<file path="src/pkg/rfsss_pkg.sv">
// package with register map, selector codes and signal bundles of the serial signal switch
package rfsss_pkg;

  // register byte offsets on the apb bus
  localparam logic [7:0] RFSSS_OFS_RECEIVE_CONTROL_SECOND = 8'h00;
  localparam logic [7:0] RFSSS_OFS_TRANSMIT_CONTROL = 8'h04;
  localparam logic [7:0] RFSSS_OFS_SERIAL_OUT_SELECT = 8'h08;
  localparam logic [7:0] RFSSS_OFS_DIGITAL_TEST_SELECT = 8'h0C;
  localparam logic [7:0] RFSSS_OFS_SWITCH_STATUS = 8'h10;

  // field positions inside the registers
  localparam int RFSSS_POS_DEC_SEL = 0;
  localparam int RFSSS_POS_MOD_SEL = 0;
  localparam int RFSSS_POS_OUT_SEL = 0;
  localparam int RFSSS_POS_OVERRIDE = 0;

  // decoder input selector codes
  typedef enum logic [1:0] {
    RFSSS_DEC_ZERO = 2'h0,
    RFSSS_DEC_ANALOG = 2'h1,
    RFSSS_DEC_PIN_SUBC = 2'h2,
    RFSSS_DEC_PIN_PLAIN = 2'h3
  } rfsss_dec_sel_type;

  // modulator input selector codes
  typedef enum logic [1:0] {
    RFSSS_MOD_ZERO = 2'h0,
    RFSSS_MOD_ONE = 2'h1,
    RFSSS_MOD_ENCODER = 2'h2,
    RFSSS_MOD_PIN_MILLER = 2'h3
  } rfsss_mod_sel_type;

  // serial output selector codes
  typedef enum logic [2:0] {
    RFSSS_OUT_LOW = 3'h0,
    RFSSS_OUT_HIGH = 3'h1,
    RFSSS_OUT_ENVELOPE = 3'h2,
    RFSSS_OUT_TX_RAW = 3'h3,
    RFSSS_OUT_RX_REGEN = 3'h4,
    RFSSS_OUT_SUBC_DEMOD = 3'h5,
    RFSSS_OUT_RSVD6 = 3'h6,
    RFSSS_OUT_RSVD7 = 3'h7
  } rfsss_out_sel_type;

  // values after reset
  localparam rfsss_dec_sel_type RFSSS_RST_DEC_SEL = RFSSS_DEC_ANALOG;
  localparam rfsss_mod_sel_type RFSSS_RST_MOD_SEL = RFSSS_MOD_ENCODER;
  localparam rfsss_out_sel_type RFSSS_RST_OUT_SEL = RFSSS_OUT_LOW;
  localparam logic RFSSS_RST_OVERRIDE = 1'h0;

  // subcarrier frequency and only supported rate on the pin paths
  localparam int RFSSS_SUBCARRIER_HZ = 847500;
  localparam int RFSSS_PIN_PATH_BAUD = 106000;

  // signals arriving from the core coder, decoder and analog front end
  typedef struct packed {
    logic analog_rx;
    logic enc_envelope;
    logic tx_raw;
    logic rx_regen;
    logic subc_demod;
    logic test_signal;
  } rfsss_core_in_type;

  // signals handed to the decoder and modulator
  typedef struct packed {
    logic decoder_in;
    logic decoder_expect_subcarrier;
    logic decoder_from_pin;
    logic modulator_in;
  } rfsss_core_out_type;

endpackage

</file>
<file path="src/rtl/rfsss_sync.sv">
// two flip-flop synchroniser for the serial input pin
`timescale 1ns/1ps
module rfsss_sync (
  input wire logic pclk,
  input wire logic presetn,
  input wire logic async_in,
  output logic sync_out
);
  logic meta_q;
  logic sync_q;

  // first stage is read only by the second stage
  always_ff @(posedge pclk or negedge presetn) begin
    if (!presetn) begin
      meta_q <= 1'h0;
      sync_q <= 1'h0;
    end else begin
      meta_q <= async_in;
      sync_q <= meta_q;
    end
  end

  assign sync_out = sync_q;
endmodule

</file>
<file path="src/rtl/rfsss_switch.sv">
// serial signal switch: apb control registers and the three signal selectors
//
// Behaviour
// - decoder code 00 feeds constant zero
// - decoder code 01 takes analog receiver; reset default
// - decoder code 10 takes pin, subcarrier Manchester
// - decoder code 11 takes pin, plain Manchester
// - modulator result drives both antenna pins
// - modulator code 00 holds input at zero
// - modulator code 01 holds input at one
// - modulator code 10 takes encoder envelope; default
// - modulator code 11 takes pin Miller signal
// - output code 000 low, 001 high
// - output code 010 drives encoder envelope
// - output code 011 drives raw transmit bitstream
// - output code 100 drives regenerated receiver output
// - output code 101 drives subcarrier demodulator output
// - output selector acts only without test override
// - pin Manchester routing meant only for 106 kBd; rate not checked
`timescale 1ns/1ps
module rfsss_switch (
  input wire logic pclk,
  input wire logic presetn,
  input wire logic psel,
  input wire logic penable,
  input wire logic pwrite,
  input wire logic [7:0] paddr,
  input wire logic [31:0] pwdata,
  output logic [31:0] prdata,
  output logic pready,
  output logic pslverr,
  input wire rfsss_pkg::rfsss_core_in_type core_in,
  input wire logic serial_in_pin,
  output rfsss_pkg::rfsss_core_out_type core_out,
  output logic antenna_drive_a,
  output logic antenna_drive_b,
  output logic serial_out_pin
);
  import rfsss_pkg::*;

  //////////////////////////////////////////////////////////////////////////////
  // control registers and synchronised pin

  rfsss_dec_sel_type dec_sel_q;
  rfsss_mod_sel_type mod_sel_q;
  rfsss_out_sel_type out_sel_q;
  logic override_q;
  logic [31:0] prdata_q;
  rfsss_core_out_type core_out_q;
  rfsss_core_out_type core_out_d;
  logic serial_out_q;
  logic serial_out_d;
  logic modulated_q;
  logic pin_sync;

  // pin comes from another device, so it is synchronised first
  rfsss_sync u_pin_sync (
    .pclk(pclk),
    .presetn(presetn),
    .async_in(serial_in_pin),
    .sync_out(pin_sync)
  );

  //////////////////////////////////////////////////////////////////////////////
  // apb decode

  // address decode for each register
  wire hit_rx = (paddr == RFSSS_OFS_RECEIVE_CONTROL_SECOND);
  wire hit_tx = (paddr == RFSSS_OFS_TRANSMIT_CONTROL);
  wire hit_out = (paddr == RFSSS_OFS_SERIAL_OUT_SELECT);
  wire hit_test = (paddr == RFSSS_OFS_DIGITAL_TEST_SELECT);
  wire hit_stat = (paddr == RFSSS_OFS_SWITCH_STATUS);
  wire hit_any = hit_rx | hit_tx | hit_out | hit_test | hit_stat;

  // phase strobes; status register is read only
  wire setup_ph = psel & ~penable;
  wire access_ph = psel & penable;
  wire wr_ok = access_ph & pwrite & hit_any & ~hit_stat;
  wire wr_rx = wr_ok & hit_rx;
  wire wr_tx = wr_ok & hit_tx;
  wire wr_out = wr_ok & hit_out;
  wire wr_test = wr_ok & hit_test;

  // zero wait states; unmapped address or write to status flags an error
  assign pready = 1'h1;
  assign pslverr = access_ph & (~hit_any | (pwrite & hit_stat));

  // read data, assembled for the register addressed in the setup phase
  logic [31:0] rd_mux;
  always_comb begin
    rd_mux = 32'h0;
    if (hit_rx) begin
      rd_mux[RFSSS_POS_DEC_SEL +: 2] = dec_sel_q;
    end
    if (hit_tx) begin
      rd_mux[RFSSS_POS_MOD_SEL +: 2] = mod_sel_q;
    end
    if (hit_out) begin
      rd_mux[RFSSS_POS_OUT_SEL +: 3] = out_sel_q;
    end
    if (hit_test) begin
      rd_mux[RFSSS_POS_OVERRIDE] = override_q;
    end
    if (hit_stat) begin
      rd_mux[3:0] = {core_out_q.decoder_in, modulated_q, serial_out_q, pin_sync};
    end
  end

  // read data register, loaded during setup so it is steady in access
  always_ff @(posedge pclk or negedge presetn) begin
    if (!presetn) begin
      prdata_q <= 32'h0;
    end else if (setup_ph & ~pwrite) begin
      prdata_q <= rd_mux;
    end
  end
  assign prdata = prdata_q;

  // selector registers, written at the access edge
  always_ff @(posedge pclk or negedge presetn) begin
    if (!presetn) begin
      dec_sel_q <= RFSSS_RST_DEC_SEL;
      mod_sel_q <= RFSSS_RST_MOD_SEL;
      out_sel_q <= RFSSS_RST_OUT_SEL;
      override_q <= RFSSS_RST_OVERRIDE;
    end else begin
      if (wr_rx) begin
        dec_sel_q <= rfsss_dec_sel_type'(pwdata[RFSSS_POS_DEC_SEL +: 2]);
      end
      if (wr_tx) begin
        mod_sel_q <= rfsss_mod_sel_type'(pwdata[RFSSS_POS_MOD_SEL +: 2]);
      end
      if (wr_out) begin
        out_sel_q <= rfsss_out_sel_type'(pwdata[RFSSS_POS_OUT_SEL +: 3]);
      end
      if (wr_test) begin
        override_q <= pwdata[RFSSS_POS_OVERRIDE];
      end
    end
  end

  //////////////////////////////////////////////////////////////////////////////
  // selectors

  // decoder source; pin paths only meant for 106 kBd Manchester
  always_comb begin
    core_out_d = '0;
    unique case (dec_sel_q)
      RFSSS_DEC_ZERO: core_out_d.decoder_in = 1'h0;
      RFSSS_DEC_ANALOG: core_out_d.decoder_in = core_in.analog_rx;
      RFSSS_DEC_PIN_SUBC: begin
        core_out_d.decoder_in = pin_sync;
        core_out_d.decoder_expect_subcarrier = 1'h1;
        core_out_d.decoder_from_pin = 1'h1;
      end
      RFSSS_DEC_PIN_PLAIN: begin
        core_out_d.decoder_in = pin_sync;
        core_out_d.decoder_from_pin = 1'h1;
      end
    endcase
    unique case (mod_sel_q)
      RFSSS_MOD_ZERO: core_out_d.modulator_in = 1'h0;
      RFSSS_MOD_ONE: core_out_d.modulator_in = 1'h1;
      RFSSS_MOD_ENCODER: core_out_d.modulator_in = core_in.enc_envelope;
      RFSSS_MOD_PIN_MILLER: core_out_d.modulator_in = pin_sync;
    endcase
  end

  // serial output source; override hands the pin to the test signal
  always_comb begin
    serial_out_d = 1'h0;
    if (override_q) begin
      serial_out_d = core_in.test_signal;
    end else begin
      unique case (out_sel_q)
        RFSSS_OUT_LOW: serial_out_d = 1'h0;
        RFSSS_OUT_HIGH: serial_out_d = 1'h1;
        RFSSS_OUT_ENVELOPE: serial_out_d = core_in.enc_envelope;
        RFSSS_OUT_TX_RAW: serial_out_d = core_in.tx_raw;
        RFSSS_OUT_RX_REGEN: serial_out_d = core_in.rx_regen;
        RFSSS_OUT_SUBC_DEMOD: serial_out_d = core_in.subc_demod;
        RFSSS_OUT_RSVD6: serial_out_d = 1'h0;
        RFSSS_OUT_RSVD7: serial_out_d = 1'h0;
      endcase
    end
  end

  // output flops: a selector write shows one cycle later
  always_ff @(posedge pclk or negedge presetn) begin
    if (!presetn) begin
      core_out_q <= '0;
      serial_out_q <= 1'h0;
      modulated_q <= 1'h0;
    end else begin
      core_out_q <= core_out_d;
      serial_out_q <= serial_out_d;
      modulated_q <= core_out_d.modulator_in;
    end
  end

  // one modulated envelope feeds both antenna drivers
  assign core_out = core_out_q;
  assign antenna_drive_a = modulated_q;
  assign antenna_drive_b = modulated_q;
  assign serial_out_pin = serial_out_q;
endmodule

</file>
<file path="config.mk">
export PLATFORM = sky130hd
export DESIGN_NAME = rfsss_switch
export DESIGN_NICKNAME = d
export VERILOG_FILES = /design/src/pkg/rfsss_pkg.sv /design/src/rtl/rfsss_sync.sv /design/src/rtl/rfsss_switch.sv
export SDC_FILE = /design/constraint.sdc
export NUM_CORES = 1
export LEC_CHECK = 0
export BUFFER_PORTS_ARGS = -buffer_cell sky130_fd_sc_hd__buf_2
export CAP_MARGIN = 20
export CELL_PAD_IN_SITES_DETAIL_PLACEMENT = 0
export CELL_PAD_IN_SITES_GLOBAL_PLACEMENT = 2
export CORE_UTILIZATION = 21
export CTS_BUF_LIST = sky130_fd_sc_hd__clkbuf_2 sky130_fd_sc_hd__clkbuf_4 sky130_fd_sc_hd__clkbuf_8
export DETAILED_ROUTE_END_ITERATION = 10
export PLACE_DENSITY = 0.92
export SYNTH_ARGS = -nofsm -noshare
export SYNTH_HDL_FRONTEND = slang
export SYNTH_SLANG_ARGS = --single-unit
</file>
<file path="constraint.sdc">
create_clock -name pclk -period 1.4 [get_ports pclk]
set_clock_uncertainty 0.1 [all_clocks]
set_input_delay 0.21 -clock pclk [delete_from_list [all_inputs] [get_ports pclk]]
set_output_delay 0.21 -clock pclk [all_outputs]
set_load 0.01 [all_outputs]
</file>
==> out/results.md <==
| Step | Item | This run |
|---|---|---|
| synth | Post-synthesis instance area | 0.00119 mm^2 |
| synth | Flops & latches, synth | 19 |
| drt | Total Routed Length | 2.47 mm |
| floorplan | X dimension of the die | 77.4 um |
| power | Share of total power in combinational logic | 0.153 |
| drt | Vias per inst | 3.89 |
| power | Switching Power | 0.000279 W |
| synth | Sequential-to-total area share from yosys stat | 0.400 |
| power | Sw Ratio | 0.247 |
| sta | Setup TNS | -0.744 ns |
| sta | Period Utilization, post-route | 1.11 |
| drt | Vias | 902 |
| floorplan | Initial cell density of the core | 0.217 |
| drt | Post-route ant nets | 0 |
| power | Reg power frac | 0.501 |
| synth | Most used standard cells in the synthesized netlist | sky130_fd_sc_hd__buf_4, sky130_fd_sc_hd__dfrtp_1, sky130_fd_sc_hd__mux2_2 |
| global route | Global-route wire length before repair | 3.84 mm |
| worst setup path | Number of cells traversed by the worst register-to-register path | 3 |
| sta | Hold slack | 0.0854 ns |
| synth | Async set-reset flop share out of synthesis | 1.00 |
| clocking | Number of buffers on the longest clock path | 2 |
| clocking | TritonCTS Sinks | 19 |
| worst setup path | Worst setup SP type | input port |
| placement | Count of buffers from port buffering | 34 |
| placement | Post-DP HPWL | 1.90 mm |
| worst setup path | WP data required | 1.44 ns |
| min path | Hold Path Class | in2reg |
| global route | Global-route congestion overflow total | 0 |
| worst setup path | Crit path max fanout | 4 |
| worst setup path | Register-to-register setup slack | 0.22 ns |
| floorplan | Die Outline Area | 0.00600 mm^2 |
| min path | Worst hold path depth | 3 |
| drt | Detailed-router iteration count before antenna repair | 4 |
| placement | Routability Congestion | 0.773 |
| clocking | Cell chosen for the clock root | sky130_fd_sc_hd__clkbuf_8 |
| sta | Final count of pins violating max slew | 0 |
| finish | Antenna diode instance count | 0 |
| synth | Synth cell types | 31 |
| synth | Top cells by area, synth | sky130_fd_sc_hd__dfrtp_1, sky130_fd_sc_hd__buf_4, sky130_fd_sc_hd__mux2_2 |
| sta | Hold Fails Final Rpt | 0 |
| clocking | Number of H-tree levels | 1 |
| synth | Cell accounting for the most synthesized area | sky130_fd_sc_hd__dfrtp_1 |
| synth | Cell with the most instances after synthesis | sky130_fd_sc_hd__buf_4 |
| synth | Mean area per synthesized cell | 10.4 um^2 |
| floorplan | Area of the core region | 0.00551 mm^2 |
| power | Worst VDD drop | 0.305 mV |
| clocking | Worst-path clk slew | 0.07 ns |
| synth | Total of warnings raised by yosys | 0 |
| sta | Final setup vio count | 8 |
| global route | Vias in the first global route | 837 |
| synth | Synth top area share | 0.356 |
| worst setup path | Type of element capturing the critical path | register |
| run status | Run status | finished, violations left |
| synth | Number of enable-type register cells in the synthesized netlist | 0 |
| min path | Hold Path Sink | serial_out_pin |
| sta | Crit path setup slack, layout | -0.155 ns |
| finish | Filler cell count | 587 |
| finish | Footprint of the multi-input gates | 579 um^2 |
| run status | Violated checks | negative setup slack |
| worst setup path | End of the worst register-to-register path | prdata[0] |
| sta | Setup repair after global routing missed its margin | true |
| run | Maximum Capacitance Violations | 0 |
| power | Internal power summed over all cells | 0.000853 W |
| sta | Time the final worst path needs with I/O delays and setup | 1.56 ns |
| worst setup path | Startpoint of the worst register-to-register path | override_q |
| power | Power per unit of standard cell area | 749 mW/mm^2 |
| finish | Flip-flop and latch area | 478 um^2 |
| synth | Top_reg_cell synth | sky130_fd_sc_hd__dfrtp_1 |
| finish | P&R area growth vs syn | 26.5% |
| global route | All-Layer GR Usage | 0.0812 |
| drt | Detailed-route DRC error count | 0 |
| clocking | CTS tree | done |
| sta | Highest clock rate | 643 MHz |
| floorplan | Die H | 77.4 um |
| clocking | Num CTS Buffers | 3 |
| drt | Wirelength per Cell | 10.6 um |
| finish | Fraction of final layout cells sized beyond drive strength 1 | 0.444 |
| worst setup path | Crit path arrival time | 1.60 ns |
| worst setup path | Category of the critical setup timing path | in2reg |
| clocking | Source-to-sink clock delay at the later pin of the worst-skew pair | 0.26 ns |
| finish | Fin nets | 213 |
| floorplan | Ports placed on the boundary | 93 |
| global route | Number of antenna violations at the first check in global routing | 0 |
| synth | Number of standard cells after synthesis | 115 |
| global route | Maximum number of pins on one net before global-route repair | 20 |
| power | Clock network fraction of design power | 0.346 |
| floorplan | # rows | 27 |
| min path | Hold wc startpoint | core_in[0] |
| power | Leakage power | 0.806 nW |
| drt | Iteration-0 DRC Markers | 46 |
==> power by group through the flow <==
| stage | registers (W) | logic, W | clock network, W |
|---|---|---|---|
| after floorplan | 0.000577 | 0.000137 | 0 |
| after global placement | 0.000577 | 0.000156 | 0 |
| after detailed placement | 0.000578 | 0.000157 | 0 |
| after CTS | 0.000567 | 0.000167 | 0.000404 |
| after global routing | 0.000569 | 0.000190 | 0.000426 |
| final | 0.000568 | 0.000173 | 0.000392 |
==> how the worst max path moves through the flow <==
stage | start | endpoint | slack (ns) | cells past startpoint
after floorplan | paddr[7] | out_sel_q[0] | -0.28 | 4
after global placement | paddr[7] | out_sel_q[2] | -0.38 | 5
after detailed placement | paddr[7] | out_sel_q[1] | -0.41 | 5
after CTS | paddr[7] | out_sel_q[0] | -0.14 | 5
after global routing | paddr[7] | out_sel_q[2] | -0.20 | 5
final | paddr[7] | out_sel_q[1] | -0.16 | 5
==> repair_timing <==
| item | CTS | global route |
|---|---|---|
| gates resized for setup | 4 | 6 |
| setup buffers | 2 | 0 |
| hold buffers | 2 | 0 |
| endpoints found under the hold margin | 18 | 0 |
| setup endpoints to repair | 7 | 9 |
| pin swaps | 3 | 3 |
==> metal layers <==
layer / global-route usage / vias to the layer above / routed length (um)
met5: 0 / - / 0
met4: 0.0453 / 0 / 52
met3: 0.0188 / 6 / 175
met2: 0.144 / 41 / 1230
met1: 0.0883 / 423 / 1010
li1: - / 432 / -
==> stage by stage <==
step / utilization / instance area (um^2) / instances / total power (W) / worst slack [ns]
floorplan: - / 1300 / 142 / 0.000714 / -0.281
global placement: 0.253 / 1390 / 225 / 0.000733 / -0.382
detailed placement: 0.253 / 1390 / 225 / 0.000735 / -0.411
CTS: 0.271 / 1490 / 233 / 0.00114 / -0.139
global route: 0.274 / 1510 / 232 / 0.00118 / -0.200
finish: 0.274 / 1510 / 232 / 0.00113 / -0.155
==> critical path, cell delays in order <==
cell and delay, ns:
sky130_fd_sc_hd__buf_6 0.09, sky130_fd_sc_hd__or3_4 0.40, sky130_fd_sc_hd__nor4_4 0.23, sky130_fd_sc_hd__and4b_2 0.33, sky130_fd_sc_hd__mux2_2 0.34
==> logic make-up after synthesis <==
family / Yosys count / synth area share
compound gates: 14 / 0.0681
buf+inv: 38 / 0.223
flops: 19 / 0.400
mux: 11 / 0.109
other cells: 2 / 0.00629
simple gates: 31 / 0.194
==> cell type report <==
| class | instances | area share |
|---|---|---|
| Multi-Input combinational cell | 85 | 0.383 |
| Tap cell | 72 | 0.0596 |
| Clock buffer | 4 | 0.0323 |
| Inverter | 4 | 0.00993 |
| Timing Repair Buffer | 48 | 0.199 |
| Sequential cell | 19 | 0.316 |
==> registers in the layout (all words and copies together), names as in the netlist <==
| signal | flops |
|---|---|
| override_q | 1 |
| antenna_drive_a | 1 |
| mod_sel_q | 2 |
| dec_sel_q | 2 |
| u_pin_sync.sync_out | 1 |
| u_pin_sync.meta_q | 1 |
| core_out | 3 |
| serial_out_pin | 1 |
| out_sel_q | 3 |
| prdata | 4 |
==> cell usage in the layout (no fill, tap or decap), types with 2 or more instances in the layout <==
master / netlist / routed
sky130_fd_sc_hd__inv_1: 4 / 4
sky130_fd_sc_hd__nor2b_1: 3 / 3
sky130_fd_sc_hd__conb_1: 2 / 29
sky130_fd_sc_hd__buf_4: 31 / 10
sky130_fd_sc_hd__dfstp_2: 2 / 2
sky130_fd_sc_hd__mux2_4: 2 / 5
sky130_fd_sc_hd__nand3b_1: 2 / 2
sky130_fd_sc_hd__buf_2: 0 / 32
sky130_fd_sc_hd__a31oi_1: 2 / 2
sky130_fd_sc_hd__nand2_1: 5 / 5
sky130_fd_sc_hd__buf_6: 1 / 4
sky130_fd_sc_hd__clkbuf_8: 0 / 3
sky130_fd_sc_hd__dfrtp_1: 17 / 17
sky130_fd_sc_hd__o21ai_0: 4 / 4
sky130_fd_sc_hd__nand3_1: 3 / 3
sky130_fd_sc_hd__mux2_2: 8 / 5
sky130_fd_sc_hd__a21oi_1: 5 / 4
sky130_fd_sc_hd__nand2b_1: 2 / 2
sky130_fd_sc_hd__dlygate4sd3_1: 0 / 2
sky130_fd_sc_hd__nand4_1: 5 / 5
No activity file was read; power rests on OpenSTA's default activity.
